===== src/rail_seq_consts.svh =====
`ifndef RAIL_SEQ_CONSTS_SVH
`define RAIL_SEQ_CONSTS_SVH

// wishbone register byte offsets
`define OFS_CTRL 8'h00
`define OFS_STATUS 8'h04
`define OFS_IRQ_STAT 8'h08
`define OFS_IRQ_MASK 8'h0c

// control register fields
`define CTRL_SW_EN_BIT 0
`define CTRL_RESET_VAL 32'h0000_0001

// interrupt status fields
`define IRQ_READY_BIT 0
`define IRQ_FAULT_BIT 1
`define IRQ_SEQ_DONE_BIT 2
`define IRQ_WIDTH 3
`define IRQ_MASK_RESET 3'h0

// soft-start timing: 1 ms per phase at 125 MHz
`define CLK_FREQ_HZ 125000000
`define SS_PHASE_TIME_US 1000
`define SS_PHASE_CYCLES ((`CLK_FREQ_HZ / 1000000) * `SS_PHASE_TIME_US)
`define SS_LAST_PHASE 2'h3

`endif


===== src/rail_seq_pkg.sv =====
package rail_seq_pkg;

    // sequencer states, gray-coded along the power-up path
    typedef enum logic [2:0] {
        ST_OFF = 3'b000,
        ST_REF = 3'b001,
        ST_MAIN = 3'b011,
        ST_NEG = 3'b010,
        ST_POS = 3'b110,
        ST_READY = 3'b111
    } seq_state_t;

    typedef logic [1:0] ss_phase_t;

endpackage


===== src/triple_rail_power_sequencer.sv =====
// Summary of operation
// - start-up enables reference before any converter
// - then main boost with soft-start active
// - negative pump only after main regulates
// - positive pump after negative below 110mV
// - ready low when positive above 1.125V
// - ready open-drain, released on any fault
// - after ready, rail fault releases ready
// - reference faulted below 1.05V
// - main boost faulted below 1.1V
// - negative pump faulted at 130mV threshold
// - positive pump faulted below 1.11V
// - fault disables later rails until recovery
// - earlier rails stay on during fault
// - shutdown low disables all, high restarts
// - soft-start four quarter steps each 1ms
`timescale 1ns/1ps
`include "rail_seq_consts.svh"

module triple_rail_power_sequencer (
    // clock and reset
    input wire logic clk_i,
    input wire logic rst_i,
    // pins and comparator flags (asynchronous)
    input wire logic shutdown_n_i,
    input wire logic ref_up_i,
    input wire logic ref_ok_i,
    input wire logic main_reg_i,
    input wire logic main_ok_i,
    input wire logic neg_up_i,
    input wire logic neg_ok_i,
    input wire logic pos_up_i,
    input wire logic pos_ok_i,
    // rail enables
    output logic ref_en_o,
    output logic main_en_o,
    output logic main_softstart_o,
    output rail_seq_pkg::ss_phase_t main_ilim_phase_o,
    output logic neg_en_o,
    output logic pos_en_o,
    // open-drain ready pin
    // ready_n_o is always low; ready_n_oe_o decides whether the pin is pulled
    output logic ready_n_o,
    output logic ready_n_oe_o,
    // wishbone classic slave
    input wire logic cyc_i,
    input wire logic stb_i,
    input wire logic we_i,
    input wire logic [7:0] adr_i,
    input wire logic [3:0] sel_i,
    input wire logic [31:0] dat_i,
    output logic [31:0] dat_o,
    output logic ack_o,
    // interrupt
    // level, high while an unmasked status bit is set
    output logic irq_o
);
    import rail_seq_pkg::*;

    localparam int NFLAG = 9;
    // last count value of a soft-start phase; one phase spans a millisecond
    // the counter is 32 bits wide so a faster clock only needs the macro changed
    localparam logic [31:0] PHASE_LAST = 32'(`SS_PHASE_CYCLES - 1);

    // raw pin levels; every one may change at any moment relative to clk_i
    logic [NFLAG-1:0] pins_raw;
    assign pins_raw = {shutdown_n_i, ref_up_i, ref_ok_i, main_reg_i, main_ok_i,
                       neg_up_i, neg_ok_i, pos_up_i, pos_ok_i};

    // two-stage synchronisers; stage one feeds only stage two
    // reset clears them to zero, which reads as shutdown and all rails bad,
    // so nothing can start in the two cycles before real levels arrive
    logic [NFLAG-1:0] sync_a;
    logic [NFLAG-1:0] sync_b;
    always_ff @(posedge clk_i) begin
        if (rst_i) begin
            sync_a <= '0;
            sync_b <= '0;
        end else begin
            sync_a <= pins_raw;
            sync_b <= sync_a;
        end
    end

    logic shutdown_n_ok, ref_up, ref_ok, main_reg, main_ok, neg_up, neg_ok, pos_up, pos_ok;
    // ok flags are the fault comparators: ref >1.05V, fb >1.1V, fbn <130mV, fbp >1.11V
    // up flags are power-up thresholds: main reg, fbn <110mV, fbp >1.125V
    // shutdown_n_ok is the pin after synchronising: high means run
    assign {shutdown_n_ok, ref_up, ref_ok, main_reg, main_ok, neg_up, neg_ok, pos_up, pos_ok} = sync_b;

    // control register bit gates operation along with the pin
    // clearing it acts like the pin going low: a full restart follows
    logic sw_en;
    logic run;
    assign run = shutdown_n_ok && sw_en;

    // sequencer and soft-start state
    // ss_done remembers that regulation was reached in this run
    seq_state_t state, next_state;
    ss_phase_t phase, next_phase;
    logic [31:0] ss_cnt, next_ss_cnt;
    logic ss_done, next_ss_done;

    always_comb begin
        next_state = state;
        next_phase = phase;
        next_ss_cnt = ss_cnt;
        next_ss_done = ss_done;
        case (state)
            ST_OFF: begin
                // everything rewinds while off so the next start is a fresh sequence
                next_phase = 2'h0;
                next_ss_cnt = '0;
                next_ss_done = 1'b0;
                if (run) begin
                    next_state = ST_REF;
                end
            end
            ST_REF: begin
                // nothing but the reference runs until it has come up
                if (ref_up) begin
                    next_state = ST_MAIN;
                end
            end
            ST_MAIN: begin
                // quarter steps of current limit until regulation or full
                // regulation ends soft-start at once, whichever phase is active
                // phase 3 is the full limit and also the last; the counter then idles
                if (main_reg) begin
                    next_state = ST_NEG;
                    next_ss_done = 1'b1;
                end else if (!ss_done && phase != `SS_LAST_PHASE) begin
                    if (ss_cnt == PHASE_LAST) begin
                        next_ss_cnt = '0;
                        next_phase = phase + 2'h1;
                    end else begin
                        next_ss_cnt = ss_cnt + 32'h1;
                    end
                end
            end
            ST_NEG: begin
                // main keeps its full limit from here on
                if (neg_up) begin
                    next_state = ST_POS;
                end
            end
            ST_POS: begin
                // both pumps run; ready waits on the positive rail
                if (pos_up) begin
                    next_state = ST_READY;
                end
            end
            ST_READY: begin
                // stay here; only the fault and shutdown checks below can leave
                next_state = ST_READY;
            end
            default: begin
                // catches the two unused codes and returns to OFF
                next_state = ST_OFF;
            end
        endcase
        // fault supervision: fall back to the faulted rail, earlier rails stay
        // the earliest bad rail decides; a fault seen while still climbing to that
        // rail's own state is ignored, since its enable is what is being waited on
        // the positive rail's own fault releases ready but keeps the pump running
        if (state != ST_OFF) begin
            if (!ref_ok && state != ST_REF) begin
                next_state = ST_REF;
            end else if (!main_ok && (state == ST_NEG || state == ST_POS || state == ST_READY)) begin
                next_state = ST_MAIN;
            end else if (!neg_ok && (state == ST_POS || state == ST_READY)) begin
                next_state = ST_NEG;
            end else if (!pos_ok && state == ST_READY) begin
                next_state = ST_POS;
            end
        end
        // shutdown overrides everything
        // a low pin or a cleared enable bit both land in OFF, which rewinds soft-start
        if (!run) begin
            next_state = ST_OFF;
        end
    end

    // state registers; synchronous reset returns to OFF with soft-start rewound
    always_ff @(posedge clk_i) begin
        if (rst_i) begin
            state <= ST_OFF;
            phase <= 2'h0;
            ss_cnt <= '0;
            ss_done <= 1'b0;
        end else begin
            state <= next_state;
            phase <= next_phase;
            ss_cnt <= next_ss_cnt;
            ss_done <= next_ss_done;
        end
    end

    // rail pattern of a state, as {ref, main, neg, pos, ready}
    // each pattern holds all of the one before it, so falling back to a
    // faulted rail's state switches off exactly the rails after it
    function automatic logic [4:0] rails_for(input seq_state_t st);
        case (st)
            ST_OFF: rails_for = 5'h00;
            ST_REF: rails_for = 5'h10;
            ST_MAIN: rails_for = 5'h18;
            ST_NEG: rails_for = 5'h1c;
            ST_POS: rails_for = 5'h1e;
            ST_READY: rails_for = 5'h1f;
            default: rails_for = 5'h00;
        endcase
    endfunction

    // registered rail enables; recovery re-enters the sequence in order
    // decoding next_state lets the enables change on the same edge as state
    logic [4:0] rail_set;
    logic next_ref_en, next_main_en, next_neg_en, next_pos_en, next_rdy;
    always_comb begin
        rail_set = rails_for(next_state);
        next_ref_en = rail_set[4];
        next_main_en = rail_set[3];
        next_neg_en = rail_set[2];
        next_pos_en = rail_set[1];
        next_rdy = rail_set[0];
    end

    // enables and the ready flag from flip-flops, so the pins never glitch
    logic rdy;
    always_ff @(posedge clk_i) begin
        if (rst_i) begin
            ref_en_o <= 1'b0;
            main_en_o <= 1'b0;
            neg_en_o <= 1'b0;
            pos_en_o <= 1'b0;
            rdy <= 1'b0;
        end else begin
            ref_en_o <= next_ref_en;
            main_en_o <= next_main_en;
            neg_en_o <= next_neg_en;
            pos_en_o <= next_pos_en;
            rdy <= next_rdy;
        end
    end

    // soft-start stays active until regulation; once reached it never re-ramps this run
    // a fault that drops back to main keeps the full limit: the rail was already up
    assign main_softstart_o = main_en_o && !ss_done;
    assign main_ilim_phase_o = ss_done ? `SS_LAST_PHASE : phase;

    // open-drain: drive low only when ready, otherwise high impedance
    // the pin level itself is never driven high; a pull-up must supply it
    assign ready_n_o = 1'b0;
    assign ready_n_oe_o = rdy;

    // events for interrupt status
    // one-cycle delay of ready for edge detection; zero after reset matches idle
    logic rdy_d;
    always_ff @(posedge clk_i) begin
        if (rst_i) begin
            rdy_d <= 1'b0;
        end else begin
            rdy_d <= rdy;
        end
    end
    // edges of the registered ready flag; a drop means a fault or a shutdown
    // seq done marks main reaching regulation, the end of soft-start
    logic [`IRQ_WIDTH-1:0] events;
    always_comb begin
        events = '0;
        events[`IRQ_READY_BIT] = rdy && !rdy_d;
        events[`IRQ_FAULT_BIT] = !rdy && rdy_d;
        events[`IRQ_SEQ_DONE_BIT] = (state == ST_MAIN) && (next_state == ST_NEG);
    end

    // wishbone decode; one wait state keeps ack registered
    // a request is taken only while ack is low, so a held strobe is not taken twice
    // writes honour only sel_i[0]: every field sits in the low byte
    logic wr_stb, rd_stb;
    assign wr_stb = cyc_i && stb_i && we_i && !ack_o;
    assign rd_stb = cyc_i && stb_i && !we_i && !ack_o;

    // status layout: synced flags above the three-bit state code
    function automatic logic [31:0] status_word(input seq_state_t st, input logic [8:0] flags);
        status_word = {20'h0, flags, st};
    endfunction

    // sticky event bits, write one to clear; mask has the same layout
    logic [`IRQ_WIDTH-1:0] irq_stat, next_irq_stat;
    logic [`IRQ_WIDTH-1:0] irq_mask, next_irq_mask;
    logic next_sw_en;
    logic next_ack;
    logic next_irq;
    logic [31:0] next_dat;
    // register file next values; writes use the low byte lane only
    always_comb begin
        next_sw_en = sw_en;
        // ack answers one cycle after a request and drops in the cycle after
        next_ack = cyc_i && stb_i && !ack_o;
        next_irq_mask = irq_mask;
        next_irq_stat = irq_stat;
        next_dat = dat_o;
        // write decode; unmapped offsets are ignored
        if (wr_stb && sel_i[0]) begin
            case (adr_i)
                `OFS_CTRL: next_sw_en = dat_i[`CTRL_SW_EN_BIT];
                `OFS_IRQ_STAT: next_irq_stat = irq_stat & ~dat_i[`IRQ_WIDTH-1:0];
                `OFS_IRQ_MASK: next_irq_mask = dat_i[`IRQ_WIDTH-1:0];
                default: next_irq_stat = irq_stat;
            endcase
        end
        // set wins over a clear in the same cycle
        next_irq_stat = next_irq_stat | events;
        // read data is latched with ack and then held until the next read
        if (rd_stb) begin
            case (adr_i)
                `OFS_CTRL: next_dat = {31'h0, sw_en};
                `OFS_STATUS: next_dat = status_word(state, sync_b);
                `OFS_IRQ_STAT: next_dat = {29'h0, irq_stat};
                `OFS_IRQ_MASK: next_dat = {29'h0, irq_mask};
                default: next_dat = 32'h0;
            endcase
        end
        // level interrupt from the values the registers are about to take,
        // so a clear and its effect on irq_o land on the same edge
        next_irq = |(next_irq_stat & next_irq_mask);
    end

    // register file and bus outputs; only copies of the next values here
    always_ff @(posedge clk_i) begin
        if (rst_i) begin
            sw_en <= 1'(`CTRL_RESET_VAL >> `CTRL_SW_EN_BIT);
            irq_stat <= '0;
            irq_mask <= `IRQ_MASK_RESET;
            dat_o <= 32'h0;
            ack_o <= 1'b0;
            irq_o <= 1'b0;
        end else begin
            sw_en <= next_sw_en;
            irq_stat <= next_irq_stat;
            irq_mask <= next_irq_mask;
            dat_o <= next_dat;
            ack_o <= next_ack;
            irq_o <= next_irq;
        end
    end

endmodule

===== config.mk =====
export PLATFORM = sky130hd
export DESIGN_NAME = triple_rail_power_sequencer
export DESIGN_NICKNAME = d
export VERILOG_FILES = /design/src/rail_seq_pkg.sv /design/src/triple_rail_power_sequencer.sv
export VERILOG_INCLUDE_DIRS = /design/src /design/src/src
export SDC_FILE = /design/constraint.sdc
export NUM_CORES = 1
export LEC_CHECK = 0
export ABC_AREA = 0
export BUFFER_PORTS_ARGS = -buffer_cell sky130_fd_sc_hd__buf_2
export CAP_MARGIN = 40
export CORE_MARGIN = 2
export CORE_UTILIZATION = 47
export CTS_CLUSTER_DIAMETER = 200
export DETAILED_ROUTE_END_ITERATION = 8
export GPL_TIMING_DRIVEN = 0
export HOLD_SLACK_MARGIN = 0.03
export PLACE_DENSITY = 0.84
export SYNTH_ARGS = -nofsm -noshare
export SYNTH_HDL_FRONTEND = slang
export SYNTH_SLANG_ARGS = --single-unit

===== constraint.sdc =====
create_clock -name clk_i -period 2.1 [get_ports clk_i]
set_input_delay 0.42 -clock clk_i [delete_from_list [all_inputs] [get_ports clk_i]]
set_output_delay 0.42 -clock clk_i [all_outputs]
set_load 0.01 [all_outputs]

==> results.sh <==
export IMPL_seq_area_frac_synth=0.458
export IMPL_fin_tns_setup_ns=-1.75
export IMPL_synth_cells=396
export IMPL_holdPathStages=2
export IMPL_crit_start="phase[0]"
export IMPL_initial_core_util=0.477
export IMPL_io_buffers=46
export IMPL_nets=548
export IMPL_synthArstFlopShare=0
export IMPL_boundaryPins=101
export IMPL_synth_seq_cells=83
export IMPL_ant_nets=0
export IMPL_cp_data_required_time_ns=2.38
export IMPL_path_class="reg2reg"
export IMPL_drt_first_pass_iters=5
export IMPL_final_cells=595
export IMPL_wl_mm=8.78
export IMPL_setup_viol=27
export IMPL_via_count=3214
export IMPL_fin_crit_ns=2.24
export IMPL_tightest_slew_ns=0.664
export IMPL_diodes=0
export IMPL_clock_fmax_ghz=0.446
export IMPL_fill_cells=627
export IMPL_post_route_util=0.602
export IMPL_cts_sinks=83
export IMPL_root_buffer="clkbuf_8"
export IMPL_worstPathArrival_ns=2.53
export IMPL_syn_area_um2=3630
export IMPL_crit_fanout=3
export IMPL_power_density_nw_per_um2=635
export IMPL_die_h_um=91.8
export IMPL_clock_latency_ns=0.36
export IMPL_cp_start_kind="register"
export IMPL_grt_pass1_vias=2947
export IMPL_drc_errors=0
export IMPL_yosysWarnings=0
export IMPL_relSlewSlack=0.557
export IMPL_clk_pin_slew_ns=0.09
export IMPL_finalHoldViolations=0
export IMPL_cts_buffers_inserted=9
export IMPL_die_area_um2=8430
export IMPL_gp_congestion=0.821
export IMPL_drive_above_1_share=0.290
export IMPL_r2r_start="phase[0]"
export IMPL_crit_path_end="ss_cnt[11]"
export IMPL_grt_overflow=0
export IMPL_status="complete, but fails checks"
export IMPL_reg2reg_depth=7
export IMPL_cts_max_level=3
export IMPL_num_rows=32
export IMPL_core_um2=7610
export IMPL_max_vdd_ir_drop_mv=0.595
export IMPL_synth_edf_count=0
export IMPL_post_drt_wl_per_cell_um=14.8
export IMPL_die_w_um=91.8
export IMPL_grt_start_max_net_pins=16
export IMPL_synth_cell_type_count=51
export IMPL_drt_vias_per_instance=5.40
export IMPL_cts_tree="built"
export IMPL_rsz0062_at_grt="true"
export IMPL_violations="setup timing"
export IMPL_reg2reg_to="ss_cnt[11]"
export IMPL_dp_hpwl_mm=5.69
export IMPL_skew_ns=0.0120
export IMPL_cellLeakagePower_uw=0.00183
export IMPL_ys_flop_type="dfxtp_1"
export IMPL_syn_to_final_growth_pct=26.4
export IMPL_hold_path_class="in2reg"
export IMPL_r2r_setup_slack_ns=-0.14
export IMPL_min_delay_start="neg_up_i"
export IMPL_clock_path_buffers=2
export IMPL_drt_iter0_markers=256
export IMPL_syn_avg_cell_area_um2=9.16
export IMPL_seq_area_um2=1670
export IMPL_track_usage=0.201
export IMPL_multi_input_area_um2=1910
export IMPL_grt_pass1_wl_mm=13.6
export IMPL_final_period_utilization=1.07
export IMPL_cap_violations=0
export IMPL_slew_viol_final=0
export IMPL_antenna_found_initial=0
export IMPL_dpl_cell_count=564
export IMPL_setup_slack_ns=-0.145
export IMPL_cts_hold_buf=0
export IMPL_cp_end_kind="register"
==> cell families (layout without fill, tap and decap cells) <==
logic type / after synthesis / count (layout) / synth area share
xor gates and xnor gates: 24 / 24 / 0.0580
other: 1 / 21 / 0.00103
DFF: 83 / 83 / 0.458
AOI/OAI and AO/OA: 53 / 53 / 0.108
and+or+nand+nor: 181 / 181 / 0.274
buffers and inverters: 44 / 121 / 0.0680
adders and majority gates: 2 / 2 / 0.00690
muxes: 8 / 8 / 0.0262
==> registers in the layout (all words and copies together) (netlist names) <==
signal        cells
ready_n_oe_o      1
neg_en_o          1
irq_mask          3
ack_o             1
sw_en             1
pos_en_o          1
sync_a            9
phase             2
state             3
irq_stat          3
rdy_d             1
ref_en_o          1
ss_done           1
ss_cnt           32
irq_o             1
main_en_o         1
sync_b            9
dat_o            12
==> layout make-up <==
cell class                 count  area share
multi-input combinational    289       0.417
sequential                    83       0.363
timing repair buffer          64      0.0906
buffer                        35      0.0532
clock buffer                  10      0.0278
tap                          102      0.0278
clock inverter                 6      0.0156
inverter                       6     0.00491
==> per-layer routing <==
metal,up-vias,part of all wire,track usage
met2,141,0.49,0.341
met4,0,0.016,0.0609
met1,1522,0.42,0.250
met3,17,0.070,0.0542
met5,-,0,0
li1,1534,-,-
==> layout by cell type (no fill, tap or decap), types with 4 or more instances in the layout <==
cell type | Yosys | final
dfxtp_1 | 83 | 80
nor2_1 | 47 | 47
buf_2 | 2 | 46
buf_4 | 21 | 31
nor2b_1 | 26 | 26
conb_1 | 1 | 21
xor2_1 | 20 | 20
nand2_1 | 21 | 19
nand4_1 | 14 | 14
a22oi_1 | 14 | 14
buf_6 | 0 | 10
nand3_1 | 17 | 10
a21oi_1 | 12 | 9
clkbuf_8 | 0 | 9
nand3_2 | 1 | 8
o21ai_0 | 9 | 8
clkbuf_1 | 13 | 7
nor4_1 | 6 | 6
and4_1 | 7 | 6
and2_1 | 6 | 6
inv_1 | 6 | 6
nor3_1 | 5 | 5
and3_1 | 5 | 5
mux2i_1 | 5 | 5
or3_1 | 6 | 4
or4_1 | 4 | 4
==> critical path: stages (launching register included) <==
cell,delay (ns)
dfxtp_2,0.35
ha_4,0.15
or4b_4,0.53
buf_4,0.17
a211oi_4,0.26
nand3_2,0.10
or4b_1,0.48
a31oi_1,0.14
==> through the flow <==
step	instance area [um^2]	setup WS, ns	power [uW]	hold WS [ns]
after global routing	4580	-0.219	3010	0.256
after global placement	4070	-0.248	1770	0.418
after CTS	4460	-0.180	2920	0.251
after detailed placement	4070	-0.358	1780	0.428
after floorplan	3710	-0.0915	1730	0.414
final	4580	-0.145	2910	0.262
==> synth_stat cells (5+ instances only) <==
cell type | number | area share
inv_1 | 6 | 0.0062
a22oi_1 | 14 | 0.029
nor2b_1 | 26 | 0.045
nor4_1 | 6 | 0.010
nand2_1 | 21 | 0.022
clkbuf_1 | 13 | 0.013
or3_1 | 6 | 0.010
nor2_1 | 47 | 0.049
o21ai_0 | 9 | 0.012
dfxtp_1 | 83 | 0.46
buf_4 | 21 | 0.043
and3_1 | 5 | 0.0086
and4_1 | 7 | 0.017
nand3_1 | 17 | 0.023
a21oi_1 | 12 | 0.017
and2_1 | 6 | 0.010
nor3_1 | 5 | 0.0069
nand4_1 | 14 | 0.024
xor2_1 | 20 | 0.048
mux2i_1 | 5 | 0.014
==> power by group <==
group          switching (uW)  internal [uW]  leakage (uW)
clock                     594            564     0.0000992
sequential               9.77           1590      0.000674
combinational            79.5           70.1       0.00106
total                     683           2230       0.00183
==> repair_timing <==
item,CTS,global route
buffers inserted,11,6
setup endpoints to repair,34,43
pin swaps,10,18
resized for setup,24,32
cloned,2,0
==> worst min path at each step <==
stage,end,slack (ns)
2_1_floorplan,sync_b[0],0.41
4_1_cts,sync_a[2],0.25
3_3_place_gp,sync_b[6],0.42
5_1_grt,sync_a[3],0.26
6_report,sync_a[3],0.26
3_5_place_dp,sync_b[8],0.43
(Power assumes the default switching activity.)
